## src/include/citm_defs.vh

```
// Constants of the instruction tail decoder: bus map, flag layout, codes.
`ifndef CITM_DEFS_VH
`define CITM_DEFS_VH

// ****************************************************************
// Register byte offsets on the Avalon-MM slave
// ****************************************************************
`define CITM_REG_CTRL 6'h00
`define CITM_REG_STATUS 6'h04
`define CITM_REG_ACC 6'h08
`define CITM_REG_XLO 6'h0c
`define CITM_REG_XHI 6'h10
`define CITM_REG_SP 6'h14
`define CITM_REG_FLAGS 6'h18
`define CITM_REG_PC 6'h1c
`define CITM_REG_MADDR 6'h20
`define CITM_REG_MDATA 6'h24

// ****************************************************************
// Field positions
// ****************************************************************
`define CITM_CTRL_RUN 0
`define CITM_CTRL_WAKE 1
`define CITM_STAT_RUN 0
`define CITM_STAT_WAIT 1
`define CITM_STAT_ILL 2
`define CITM_FLG_V 7
`define CITM_FLG_H 4
`define CITM_FLG_I 3
`define CITM_FLG_N 2
`define CITM_FLG_Z 1
`define CITM_FLG_C 0

// ****************************************************************
// Reset values and fixed addresses
// ****************************************************************
`define CITM_RST_SP 16'h00ff
`define CITM_RST_FLG 8'h68
`define CITM_RST_PC 16'h0000
`define CITM_TRAP_VEC 16'hfffc
`define CITM_TRAP_STEPS 3'h7

// ****************************************************************
// Opcodes handled by this block
// ****************************************************************
`define CITM_OP_WAIT 8'h8f
`define CITM_OP_TRAP 8'h83
`define CITM_OP_TAP 8'h84
`define CITM_OP_F2A 8'h85
`define CITM_OP_A2X 8'h97
`define CITM_OP_X2A 8'h9f
`define CITM_OP_S2X 8'h95
`define CITM_OP_X2S 8'h94
`define CITM_OP_PRE 8'h9e

`endif

```

## src/core/citm_mem.v

```verilog
// Byte memory with two asynchronous read ports and one write port.
`timescale 1ns/10ps
`default_nettype none

module citm_mem #(
   parameter AW = 8
) (
   // Clock
   input wire clk,
   // Write port
   input wire we,
   input wire [AW-1:0] waddr,
   input wire [7:0] wdata,
   // Read ports
   input wire [AW-1:0] raddr_a,
   output wire [7:0] rdata_a,
   input wire [AW-1:0] raddr_b,
   output wire [7:0] rdata_b
);
   reg [7:0] mem [0:(1<<AW)-1];

   always @(posedge clk) begin
      if (we) begin
         mem[waddr] <= wdata;
      end
   end

   assign rdata_a = mem[raddr_a];
   assign rdata_b = mem[raddr_b];
endmodule

`default_nettype wire

```

## src/core/citm_top.v

```verilog
// CPU tail: wait, test, soft trap, transfers and addressing modes.
//
// Decided for this implementation: the placing of the registers and the Avalon-MM register port.
`timescale 1ns/10ps
`default_nettype none
`include "citm_defs.vh"

// Operation
// RQ1 - Wait instruction clears the interrupt mask flag.
// RQ2 - After wait, core idles until an interrupt; wait takes one cycle.
// RQ3 - Test subtracts zero, sets N and Z, clears V, stores nothing.
// RQ4 - Indexed post-increment mode uses H:X then increments H:X.
// RQ5 - Indexed 8-bit offset post-increment adds offset, then increments H:X.
// RQ6 - Direct-to-indexed move reads direct, writes at H:X, increments H:X.
// RQ7 - Indexed-to-direct move reads at H:X, writes direct, increments H:X.
// RQ8 - Immediate-to-direct move writes the immediate byte to a direct one.
// RQ9 - Extended mode fetches address high byte first, then low.
// RQ10 - 16-bit indexed offset fetched high then low, added to H:X.
// RQ11 - Stack 8-bit offset mode adds one offset byte to SP.
// RQ12 - Stack 16-bit offset mode adds a two-byte offset to SP.
// RQ13 - Relative branch adds one signed offset byte to the program counter.
// RQ14 - Soft trap pushes PC, X, A, flags, sets mask, loads vector; 9 cycles.
// RQ15 - Transfers between A, flags, X, and SP to H:X plus or minus one.
module citm_top #(
   parameter AW = 8
) (
   // Clock and reset
   input wire clk,
   input wire nrst,
   // Avalon-MM slave
   input wire [5:0] avs_address,
   input wire avs_read,
   input wire avs_write,
   input wire [31:0] avs_writedata,
   output reg [31:0] avs_readdata,
   output reg avs_waitrequest,
   // Interrupt request from the surrounding logic
   input wire irq_req,
   // Core status
   output reg cpu_waiting
);
   // ****************************************************************
   // States, kinds and addressing modes
   // ****************************************************************
   localparam [3:0] S_IDLE = 4'h0, S_FETCH = 4'h1, S_FETCH2 = 4'h2;
   localparam [3:0] S_OPER = 4'h3, S_RD = 4'h4, S_WR = 4'h5;
   localparam [3:0] S_REL = 4'h6, S_TRAP = 4'h7, S_WAIT = 4'h8;
   localparam [3:0] S_DLY = 4'h9;
   localparam [3:0] K_ZST = 4'h1, K_LDA = 4'h2, K_CBEQ = 4'h3;
   localparam [3:0] K_MDIX = 4'h4, K_MIXD = 4'h5, K_MIMD = 4'h6;
   localparam [3:0] K_MDD = 4'h7, K_BRA = 4'h8, K_ILL = 4'hf;
   localparam [3:0] AM_DIR = 4'h0, AM_ABS = 4'h1, AM_IX = 4'h2;
   localparam [3:0] AM_IX1 = 4'h3, AM_IXW = 4'h4, AM_SPB = 4'h5;
   localparam [3:0] AM_SPW = 4'h6, AM_IMM = 4'h7, AM_NONE = 4'h8;

   // Returns {kind, mode, operand byte count}.
   function [9:0] decode;
      input pre;
      input [7:0] op;
      begin
         case ({pre, op})
            9'h03d: decode = {K_ZST, AM_DIR, 2'd1};
            9'h06d: decode = {K_ZST, AM_IX1, 2'd1};
            9'h07d: decode = {K_ZST, AM_IX, 2'd0};
            9'h16d: decode = {K_ZST, AM_SPB, 2'd1};
            9'h0a6: decode = {K_LDA, AM_IMM, 2'd1};
            9'h0b6: decode = {K_LDA, AM_DIR, 2'd1};
            9'h0c6: decode = {K_LDA, AM_ABS, 2'd2};
            9'h0d6: decode = {K_LDA, AM_IXW, 2'd2};
            9'h0e6: decode = {K_LDA, AM_IX1, 2'd1};
            9'h0f6: decode = {K_LDA, AM_IX, 2'd0};
            9'h1e6: decode = {K_LDA, AM_SPB, 2'd1};
            9'h1d6: decode = {K_LDA, AM_SPW, 2'd2};
            9'h071: decode = {K_CBEQ, AM_IX, 2'd0};
            9'h061: decode = {K_CBEQ, AM_IX1, 2'd1};
            9'h04e: decode = {K_MDD, AM_NONE, 2'd2};
            9'h05e: decode = {K_MDIX, AM_NONE, 2'd1};
            9'h06e: decode = {K_MIMD, AM_NONE, 2'd2};
            9'h07e: decode = {K_MIXD, AM_NONE, 2'd1};
            9'h020: decode = {K_BRA, AM_NONE, 2'd0};
            default: decode = {K_ILL, AM_NONE, 2'd0};
         endcase
      end
   endfunction

   // Effective address of a memory operand.
   function [15:0] ea_calc;
      input [3:0] am;
      input [15:0] hx;
      input [15:0] sp;
      input [7:0] hi;
      input [7:0] lo;
      begin
         case (am)
            AM_ABS: ea_calc = {hi, lo}; // [RQ9]
            AM_IX: ea_calc = hx; // [RQ4]
            AM_IX1: ea_calc = hx + {8'h00, lo}; // [RQ5]
            AM_IXW: ea_calc = hx + {hi, lo}; // [RQ10]
            AM_SPB: ea_calc = sp + {8'h00, lo}; // [RQ11]
            AM_SPW: ea_calc = sp + {hi, lo}; // [RQ12]
            default: ea_calc = {8'h00, lo};
         endcase
      end
   endfunction

   // ****************************************************************
   // State
   // ****************************************************************
   reg [3:0] st_q, kind_q, am_q;
   reg [1:0] nb_q;
   reg first_q, eq_q, run_q, ill_q, wake_q;
   reg [2:0] cnt_q;
   reg [7:0] a_q, x_q, h_q, flg_q, b1_q, dst_q, data_q;
   reg [15:0] sp_q, pc_q, ea_q;
   reg [AW-1:0] maddr_q;
   reg irq_s1_q, irq_s2_q;
   reg mem_we;
   reg [AW-1:0] mem_waddr, cpu_raddr;
   reg [7:0] mem_wdata;
   reg [15:0] cpu_ra;
   reg [31:0] rd_mux;
   wire [7:0] cpu_rd, bus_rd;
   wire [15:0] hx = {h_q, x_q};
   wire [15:0] hx_inc = hx + 16'h0001;
   wire [9:0] dec = decode(st_q == S_FETCH2, cpu_rd);
   wire bus_wr = avs_write & ~avs_waitrequest;
   wire [7:0] flg_nz = {1'b0, flg_q[6:3], (cpu_rd[7]), (cpu_rd == 8'h00),
      flg_q[0]};

   citm_mem #(.AW(AW)) u_mem (
      .clk(clk),
      .we(mem_we),
      .waddr(mem_waddr),
      .wdata(mem_wdata),
      .raddr_a(cpu_raddr),
      .rdata_a(cpu_rd),
      .raddr_b(maddr_q),
      .rdata_b(bus_rd)
   );

   // ****************************************************************
   // Memory port steering
   // ****************************************************************
   always @* begin
      cpu_ra = pc_q;
      if (st_q == S_RD) begin
         cpu_ra = ea_q;
      end else if (st_q == S_TRAP) begin
         cpu_ra = `CITM_TRAP_VEC + {15'h0000, cnt_q[0]};
      end
      cpu_raddr = cpu_ra[AW-1:0];
      mem_we = 1'b0;
      mem_waddr = ea_q[AW-1:0];
      mem_wdata = data_q;
      if (st_q == S_WR) begin
         mem_we = 1'b1;
      end else if (st_q == S_TRAP && cnt_q <= 3'h4) begin
         mem_we = 1'b1;
         mem_waddr = sp_q[AW-1:0];
         case (cnt_q)
            3'h0: mem_wdata = pc_q[7:0];
            3'h1: mem_wdata = pc_q[15:8];
            3'h2: mem_wdata = x_q;
            3'h3: mem_wdata = a_q;
            default: mem_wdata = flg_q;
         endcase
      end else if (!run_q && bus_wr && avs_address == `CITM_REG_MDATA) begin
         mem_we = 1'b1;
         mem_waddr = maddr_q;
         mem_wdata = avs_writedata[7:0];
      end
   end

   // ****************************************************************
   // Avalon-MM slave: one wait cycle, then answer
   // ****************************************************************
   always @* begin
      case (avs_address)
         `CITM_REG_CTRL: rd_mux = {31'h0, run_q};
         `CITM_REG_STATUS: rd_mux = {24'h0, st_q, 1'b0, ill_q,
            cpu_waiting, run_q};
         `CITM_REG_ACC: rd_mux = {24'h0, a_q};
         `CITM_REG_XLO: rd_mux = {24'h0, x_q};
         `CITM_REG_XHI: rd_mux = {24'h0, h_q};
         `CITM_REG_SP: rd_mux = {16'h0, sp_q};
         `CITM_REG_FLAGS: rd_mux = {24'h0, flg_q};
         `CITM_REG_PC: rd_mux = {16'h0, pc_q};
         `CITM_REG_MADDR: rd_mux = {{(32-AW){1'b0}}, maddr_q};
         `CITM_REG_MDATA: rd_mux = {24'h0, bus_rd};
         default: rd_mux = 32'h0000_0000;
      endcase
   end

   always @(posedge clk) begin
      if (!nrst) begin
         avs_waitrequest <= 1'b1;
         avs_readdata <= 32'h0000_0000;
         irq_s1_q <= 1'b0;
         irq_s2_q <= 1'b0;
      end else begin
         avs_waitrequest <= ~((avs_read | avs_write) & avs_waitrequest);
         if (avs_read && avs_waitrequest) begin
            avs_readdata <= rd_mux;
         end
         irq_s1_q <= irq_req;
         irq_s2_q <= irq_s1_q;
      end
   end

   // ****************************************************************
   // Execution sequencer
   // ****************************************************************
   always @(posedge clk) begin
      if (!nrst) begin
         st_q <= S_IDLE;
         kind_q <= K_ILL;
         am_q <= AM_NONE;
         nb_q <= 2'd0;
         first_q <= 1'b0;
         eq_q <= 1'b0;
         run_q <= 1'b0;
         ill_q <= 1'b0;
         wake_q <= 1'b0;
         cnt_q <= 3'h0;
         a_q <= 8'h00;
         x_q <= 8'h00;
         h_q <= 8'h00;
         flg_q <= `CITM_RST_FLG;
         b1_q <= 8'h00;
         dst_q <= 8'h00;
         data_q <= 8'h00;
         sp_q <= `CITM_RST_SP;
         pc_q <= `CITM_RST_PC;
         ea_q <= 16'h0000;
         maddr_q <= {AW{1'b0}};
         cpu_waiting <= 1'b0;
      end else begin
         wake_q <= 1'b0;
         if (bus_wr) begin
            case (avs_address)
               `CITM_REG_CTRL: begin
                  run_q <= avs_writedata[`CITM_CTRL_RUN];
                  wake_q <= avs_writedata[`CITM_CTRL_WAKE];
               end
               `CITM_REG_STATUS:
                  if (avs_writedata[`CITM_STAT_ILL]) ill_q <= 1'b0;
               `CITM_REG_MADDR: maddr_q <= avs_writedata[AW-1:0];
               default: ;
            endcase
            if (!run_q) begin
               case (avs_address)
                  `CITM_REG_ACC: a_q <= avs_writedata[7:0];
                  `CITM_REG_XLO: x_q <= avs_writedata[7:0];
                  `CITM_REG_XHI: h_q <= avs_writedata[7:0];
                  `CITM_REG_SP: sp_q <= avs_writedata[15:0];
                  `CITM_REG_FLAGS: flg_q <= avs_writedata[7:0];
                  `CITM_REG_PC: pc_q <= avs_writedata[15:0];
                  default: ;
               endcase
            end
         end
         if (!run_q) begin
            st_q <= S_IDLE;
            cpu_waiting <= 1'b0;
         end else begin
            case (st_q)
               S_IDLE: st_q <= S_FETCH;
               S_FETCH, S_FETCH2: begin
                  pc_q <= pc_q + 16'h0001;
                  st_q <= S_FETCH;
                  kind_q <= dec[9:6];
                  am_q <= dec[5:2];
                  nb_q <= dec[1:0];
                  first_q <= 1'b1;
                  ea_q <= hx;
                  if (st_q == S_FETCH && cpu_rd == `CITM_OP_PRE) begin
                     st_q <= S_FETCH2;
                  end else if (st_q == S_FETCH2 && dec[9:6] == K_ILL) begin
                     ill_q <= 1'b1;
                  end else if (st_q == S_FETCH2 || dec[9:6] != K_ILL) begin
                     if (dec[1:0] != 2'd0) st_q <= S_OPER;
                     else if (dec[9:6] == K_BRA) st_q <= S_REL;
                     else st_q <= S_RD;
                  end else begin
                     case (cpu_rd)
                        `CITM_OP_WAIT: begin
                           flg_q[`CITM_FLG_I] <= 1'b0; // [RQ1]
                           cpu_waiting <= 1'b1;
                           st_q <= S_WAIT; // [RQ2]
                        end
                        `CITM_OP_TRAP: begin
                           cnt_q <= 3'h0;
                           st_q <= S_TRAP; // [RQ14]
                        end
                        `CITM_OP_TAP: begin
                           flg_q <= a_q; // [RQ15]
                           st_q <= S_DLY;
                        end
                        `CITM_OP_F2A: a_q <= flg_q; // [RQ15]
                        `CITM_OP_A2X: x_q <= a_q; // [RQ15]
                        `CITM_OP_X2A: a_q <= x_q; // [RQ15]
                        `CITM_OP_S2X: begin
                           {h_q, x_q} <= sp_q + 16'h0001; // [RQ15]
                           st_q <= S_DLY;
                        end
                        `CITM_OP_X2S: begin
                           sp_q <= hx - 16'h0001; // [RQ15]
                           st_q <= S_DLY;
                        end
                        8'h4d: flg_q <= {1'b0, flg_q[6:3], a_q[7],
                           (a_q == 8'h00), flg_q[0]}; // [RQ3]
                        8'h5d: flg_q <= {1'b0, flg_q[6:3], x_q[7],
                           (x_q == 8'h00), flg_q[0]}; // [RQ3]
                        default: ill_q <= 1'b1;
                     endcase
                  end
               end
               S_OPER: begin
                  pc_q <= pc_q + 16'h0001;
                  first_q <= 1'b0;
                  if (nb_q == 2'd2 && first_q) begin
                     b1_q <= cpu_rd;
                  end else begin
                     st_q <= S_RD;
                     ea_q <= ea_calc(am_q, hx, sp_q,
                        (nb_q == 2'd2) ? b1_q : 8'h00, cpu_rd);
                     case (kind_q)
                        K_MIMD: begin
                           data_q <= b1_q;
                           ea_q <= {8'h00, cpu_rd};
                           st_q <= S_WR; // [RQ8]
                        end
                        K_MDD: begin
                           ea_q <= {8'h00, b1_q};
                           dst_q <= cpu_rd;
                        end
                        K_MIXD: begin
                           ea_q <= hx;
                           dst_q <= cpu_rd;
                        end
                        K_MDIX: ea_q <= {8'h00, cpu_rd};
                        K_LDA: if (am_q == AM_IMM) begin
                           a_q <= cpu_rd;
                           flg_q <= flg_nz;
                           st_q <= S_FETCH;
                        end
                        default: ;
                     endcase
                  end
               end
               S_RD: begin
                  st_q <= S_FETCH;
                  case (kind_q)
                     K_ZST: flg_q <= flg_nz; // [RQ3]
                     K_LDA: begin
                        a_q <= cpu_rd;
                        flg_q <= flg_nz;
                     end
                     K_CBEQ: begin
                        {h_q, x_q} <= hx_inc; // [RQ4] [RQ5]
                        eq_q <= (a_q == cpu_rd);
                        st_q <= S_REL;
                     end
                     K_MDIX: begin
                        data_q <= cpu_rd;
                        ea_q <= hx; // [RQ6]
                        st_q <= S_WR;
                     end
                     default: begin
                        data_q <= cpu_rd;
                        ea_q <= {8'h00, dst_q}; // [RQ7]
                        st_q <= S_WR;
                     end
                  endcase
               end
               S_WR: begin
                  flg_q <= {1'b0, flg_q[6:3], data_q[7],
                     (data_q == 8'h00), flg_q[0]};
                  if (kind_q == K_MDIX || kind_q == K_MIXD) begin
                     {h_q, x_q} <= hx_inc; // [RQ6] [RQ7]
                  end
                  st_q <= S_FETCH;
               end
               S_REL: begin
                  if (kind_q == K_BRA || eq_q) begin
                     pc_q <= pc_q + 16'h0001 +
                        {{8{cpu_rd[7]}}, cpu_rd}; // [RQ13]
                  end else begin
                     pc_q <= pc_q + 16'h0001;
                  end
                  st_q <= S_FETCH;
               end
               S_TRAP: begin
                  cnt_q <= cnt_q + 3'h1;
                  if (cnt_q <= 3'h4) sp_q <= sp_q - 16'h0001; // [RQ14]
                  if (cnt_q == 3'h5) flg_q[`CITM_FLG_I] <= 1'b1; // [RQ14]
                  if (cnt_q == 3'h6) pc_q[15:8] <= cpu_rd; // [RQ14]
                  if (cnt_q == `CITM_TRAP_STEPS) begin
                     pc_q[7:0] <= cpu_rd; // [RQ14]
                     st_q <= S_FETCH;
                  end
               end
               S_WAIT: if (irq_s2_q || wake_q) begin
                  cpu_waiting <= 1'b0;
                  st_q <= S_FETCH; // [RQ2]
               end
               S_DLY: st_q <= S_FETCH;
               default: st_q <= S_IDLE;
            endcase
         end
      end
   end
endmodule

`default_nettype wire

```

## config.mk

```make
export PLATFORM = sky130hd
export DESIGN_NAME = citm_top
export DESIGN_NICKNAME = d
export VERILOG_FILES = /design/src/core/citm_mem.v /design/src/core/citm_top.v
export VERILOG_INCLUDE_DIRS = /design/src /design/src/include
export SDC_FILE = /design/constraint.sdc
export NUM_CORES = 2
export LEC_CHECK = 0
export ABC_AREA = 1
export BUFFER_PORTS_ARGS = -buffer_cell sky130_fd_sc_hd__buf_2
export CORE_UTILIZATION = 35
export DETAILED_ROUTE_END_ITERATION = 12
export PLACE_DENSITY = 0.52
export SYNTH_ARGS = -nofsm -noshare
export SYNTH_HDL_FRONTEND = slang
export SYNTH_SLANG_ARGS = --single-unit
```

## constraint.sdc

```tcl
create_clock -name clk -period 41.8 [get_ports clk]
set_input_delay 4.18 -clock clk [delete_from_list [all_inputs] [get_ports clk]]
set_output_delay 4.18 -clock clk [all_outputs]
set_load 0.05 [all_outputs]
```

# Word-level counts from Yosys, hierarchy flattened
# Memory sizes are Yosys's and may differ from the RTL's. A register that Yosys moved wholly into a read port is not among the register bits.
# Cells that the tools add are included.
# op_classes
reduce_logical,51
n_mux,132
add_sub_neg,12
eq_ne,90
order_cmp,1
n_bitwise,6
# ops
cell,count
$mux W8,57
$mux W16,14
$pmux W10 S19,1
$pmux W16 S10,1
$pmux W8 S3,5
$eq A8 B8 Y1 const B,9
$eq A9 B7 Y1 const B,8
$pmux W8 S2,4
$eq A9 B8 Y1 const B,6
$add A16 B1 Y16 const B,3
$eq A4 B3 Y1 const B,12
$pmux W16 S3,1
$pmux W8 S6,1
$add A8 B8 Y8,4
$logic_not A8 Y1,4
$pmux W16 S2,1
$pmux W8 S4,1
$sub A16 B1 Y16 const B,2
$eq A9 B9 Y1 const B,3
$eq A4 B2 Y1 const B,6
$eq A6 B5 Y1 const B,4
$mux W4,6
$pmux W4 S6,1
$eq A4 B4 Y1 const B,5
53 further kinds,133
# totals
reg_bits,162
out_inout_bits,34
inputBits,43
wordCells,321
memories,1
ramBits,2048
# mem_list
name,depth,width,read_ports,rd_clocked_by_memory_dff,wr,line,text
u_mem.mem,256,8,2,1,1,citm_mem.v:20,reg [7:0] mem [0:(1<<AW)-1];

# Longest topological paths before layout
# An unclocked memory read counts as a cell.
# depth
ltp_word,13
mapped_depth,38
mapped_depth_nobuf,35

# Cells and area by module
# Synthesis repeated with hierarchy kept, for this count alone.
# hier_totals
cells_unflattened,13832
hier_area_um2,117116.1
# by_module_without_submodules
mod,cells_per_inst,area_each_um2,seq_area_each_um2,n_inst
citm_mem,11556,103554.3,61499.0,1
citm_top,2276,13561.8,2922.8,1

# Least setup slack after synthesis
# OpenSTA, ideal clock, no wires.
# synth_timing
path_kind,input port to flip-flop
start,in avs_address[1]
end,mem u_mem.mem[0][6] (data pin)
arrival_ps,12199
path_stages,10
n_path_buf,1
required_time_ps,40221
path_slack_ps,28022
cell_sequence,nor2_1 nand3_1 inv_1 nand3_1 clkinv_1 nand2_1 inv_1 clkbuf_1 o211ai_1 a21oi_1
# synth_via
elab_chain_cells,5
# synth_lines
item,line,text
start: declaration,citm_top.v:31,"input wire [5:0] avs_address,"
$eq A6 B6 Y1,--,
$logic_and A1 B1 Y1 (no source line),--,
$mux W8,citm_top.v:167,end else if (!run_q && bus_wr && avs_address == `CITM_REG_MDATA) begin
$mux W8,citm_top.v:157,end else if (st_q == S_TRAP && cnt_q <= 3'h4) begin
$mux W8,citm_top.v:155,if (st_q == S_WR) begin
net mem_wdata[6],citm_top.v:119,reg [7:0] mem_wdata;
end: declaration,citm_mem.v:20,
# The timed path passes the listed nets, and every way through them passes these cells.

# Worst setup path in the final report
# layout_timing
start,reg st_q[0]
end,reg flg_q[0]
# layout_via
elab_chain_cells,13
word_cells_on_any_way,51
classes_between,36 x eq/ne; 9 x mux; 5 x reduce/logical; 1 x memory
# layout_lines
item,line,text
start: declaration,citm_top.v:109,"reg [3:0] st_q, kind_q, am_q;"
start signal: assignment,citm_top.v:215,st_q <= S_IDLE;
start signal: assignment,citm_top.v:263,st_q <= S_IDLE;
start signal: assignment,citm_top.v:267,S_IDLE: st_q <= S_FETCH;
$eq A4 B3 Y1,citm_top.v:148,end else if (st_q == S_TRAP) begin
$mux W8,citm_top.v:148,
$mux W8,citm_top.v:146,if (st_q == S_RD) begin
$mem_v2 Z256 W8,--,
$eq A9 B6 Y1 (tied with other cells),citm_top.v:61,"case ({pre, op})"
$pmux W10 S19,citm_top.v:61,
$ne A4 B4 Y1,citm_top.v:280,end else if (st_q == S_FETCH2 || dec[9:6] != K_ILL) begin
$logic_or A1 B1 Y1,citm_top.v:280,
$mux W8,citm_top.v:280,
$mux W8,citm_top.v:278,end else if (st_q == S_FETCH2 && dec[9:6] == K_ILL) begin
$mux W8,citm_top.v:276,if (st_q == S_FETCH && cpu_rd == `CITM_OP_PRE) begin
$pmux W3 S4,citm_top.v:266,case (st_q)
$mux W8,citm_top.v:262,if (!run_q) begin
end signal: assignment,citm_top.v:256,`CITM_REG_FLAGS: flg_q <= avs_writedata[7:0];
end signal: assignment,citm_top.v:296,flg_q <= a_q;
end signal: assignment,citm_top.v:310,"8'h4d: flg_q <= {1'b0, flg_q[6:3], a_q[7],"
end: declaration,citm_top.v:113,"reg [7:0] a_q, x_q, h_q, flg_q, b1_q, dst_q, data_q;"
# Several ways; a longest one is shown, not always the timed one.
# A chain may end at the register's enable or synchronous reset.

==> metrics.csv <==
metric,value,unit
status,"finished, final reports clean",
cts_resized,0,
vdd_drop_max,0.0000293,V
fin_skew,0.0637,ns
synth_commonest_cells,"nand2_1 (3389), edfxtp_1 (2048), nand3_1 (2025), o21ai_0 (1614), nor2_1 (1427)",
total_leakage_power,49.3,nW
worstPathRequired,42.58,ns
powerDensity,35.7,nW/um2
first_iter_violations,13100,
grt_util_met3,0.0456,
critPathBufInv,5,
r2r_slack,32.07,ns
die_width,585,um
grt_max_degree,194,
cp-end-kind,flip-flop,
yosysWarnings,0,
top_usage_layer,met2,
finalSetupViolations,0,
die_area,342000,um2
hold_class,reg2reg,
syn-cell-area,119000,um2
yosys.area.top_type_share,0.517,
postCtsSetupRepairBufs,0,
async_flop_share,0,
cap_violations,0,
synth-seq-area-share,0.543,
initial_core_util,0.353,
path_depth,31,
antenna_left,0,
io_pins,77,
place_area,122000,um2
worstSkewPairLatency,0.91,ns
synth_flop_cell,edfxtp_1,
routed_wl,476000,um
hold_violations,0,
first_pass_iters,7,
antenna_found_initial,21,
r2r_cells,31,
htreeDepth,5,
grt_overflow_total,0,
cts_hold_buf,0,
port_buffers,44,
wl_per_cell,25.9,um
avgSynthCellArea,8.41,um2
numCtsBuffers,267,
max_slew_margin,0.123,
period_minus_slack,9.73,ns
criticalPathCategory,reg2reg,
yosysTopAreaCell,edfxtp_1,
critPathTopFamily,simple AND/OR/NAND/NOR gates,
drc,0,
area_growth,9.58,%
yosys-top-cells-area,"edfxtp_1 (52%), nand2_1 (11%), nand3_1 (8.5%)",
yosysUniqueCellTypes,60,
ys_ff_latch,2202,
syn_inst,14100,
crit-reg2reg-capture,flg_q[0],
cpMostUsedCell,nand2_1,
drive_above_1_share,0.0514,
max_stage_delay,0.85,ns
cts_sinks,2202,
fin_tns_setup,0,ns
use_met2,0.411,
cp-start-kind,flip-flop,
crit_end,flg_q[0],
nets,13700,
max_freq,0.103,GHz
dp_hpwl,280000,um
maxSlewViolCount,0,
cts-root-buf,clkbuf_16,
post-synth-top-count-cell,nand2_1,
arrival,10.51,ns
slowest_stage,nor3_4,
grt_pass1_wl,680000,um
fin_crit_sh,0.233,
fp-row-count,213,
core_area,337000,um2
fin_area,130000,um2
synth-edff-count,2048,
cts_tree,yes,
gr-usage-all-layers,0.269,
rsz0062_at_grt,no,
vias,105000,
die_h,585,um
critical_path.max_fanout,163,
worstMarginPinSlew,1.31,ns
startpoint,st_q[0],
clk_pin_slew,0.06,ns
use_met1,0.366,
clock_path_buffers,4,
place_congestion,0.956,
reg2reg_from,st_q[0],
grt_pass1_vias,96500,
viasPerCell,5.72,
flip-flops by register name, indices dropped and copies added (netlist names), 4 cells and up, named ones only:
signal / count
sp_q: 16
ea_q: 8
a_q: 8
pc_q: 16
h_q: 8
kind_q: 4
am_q: 4
u_mem.mem: 2048
avs_readdata: 16
b1_q: 8
x_q: 8
data_q: 8
st_q: 4
dst_q: 8
maddr_q: 8
flg_q: 8
cell type report:
type,count,area (um2)
Clock inverter,107,943
Multi-Input combinational cell,9985,46400
Fill cell,33900,207000
Sequential cell,2202,64600
Timing Repair Buffer,266,2210
Clock buffer,351,7150
Antenna cell,8,20.0
Tap cell,4515,5650
Inverter,909,3460
cell families (layout without fill, tap and decap cells):
group / count (synthesis) / after routing / synth area share
DFF: 2202 / 2202 / 0.543
other: 1 / 24 / 0.0000315
buffers and inverters: 1974 / 1633 / 0.0703
adders and majority gates: 15 / 15 / 0.00158
AOI/OAI and AO/OA: 2805 / 2805 / 0.130
xor gates and xnor gates: 53 / 53 / 0.00390
and+or+nand+nor: 7096 / 7096 / 0.251
cells in the final DEF (no fill, tap or decap), types with 46 or more instances in the layout:
cell type,n
dfxtp_1,148
a21oi_1,432
inv_1,879
nand2_1,3373
o21ai_0,1613
clkbuf_16,273
o22ai_1,462
nor2_1,1425
clkinv_1,62
a221oi_1,72
nor3_1,71
nand3_1,2025
o211ai_1,46
clkbuf_1,75
edfxtp_1,2048
buf_4,196
nand3b_1,86
xor2_1,51
worst min-delay path: stages, from the launching register on:
cell and delay [ns]:
dfxtp_1 0.31, nand2_1 0.05, inv_1 0.04
routing by layer:
metal | vias up | part of all wire
li1 | 47900 | -
met3 | 1063 | 0.093
met5 | - | 0.00016
met2 | 5476 | 0.44
met1 | 50500 | 0.41
met4 | 12 | 0.056
stage by stage:
stage	setup WS [ns]	utilization	hold slack, ns	total power, mW	std cells
after floorplan	28.02	-	0.390	2.45	14200
after global placement	32.34	0.362	0.411	2.47	17900
after detailed placement	32.42	0.362	0.430	2.47	17900
after CTS	32.38	0.386	0.440	4.67	18300
after global routing	31.74	0.386	0.458	4.75	18300
final	32.07	0.386	0.431	4.65	18300
worst min-delay path by stage:
stage               cells past startpoint        to     start  slack [ns]
floorplan                               2  irq_s2_q  irq_s1_q        0.39
global placement                        2  irq_s2_q  irq_s1_q        0.41
detailed placement                      2  irq_s2_q  irq_s1_q        0.43
CTS                                     2  irq_s2_q  irq_s1_q        0.44
global route                            2  irq_s2_q  irq_s1_q        0.46
finish                                  2  irq_s2_q  irq_s1_q        0.43
where the power goes:
group | total, mW | switching, mW | internal (mW) | leakage [nW]
combinational | 0.0484 | 0.0385 | 0.00989 | 25.1
clock | 2.23 | 0.955 | 1.27 | 3.92
sequential | 2.37 | 0.000675 | 2.37 | 20.2
Note: power is estimated with default switching activity, not from simulation.
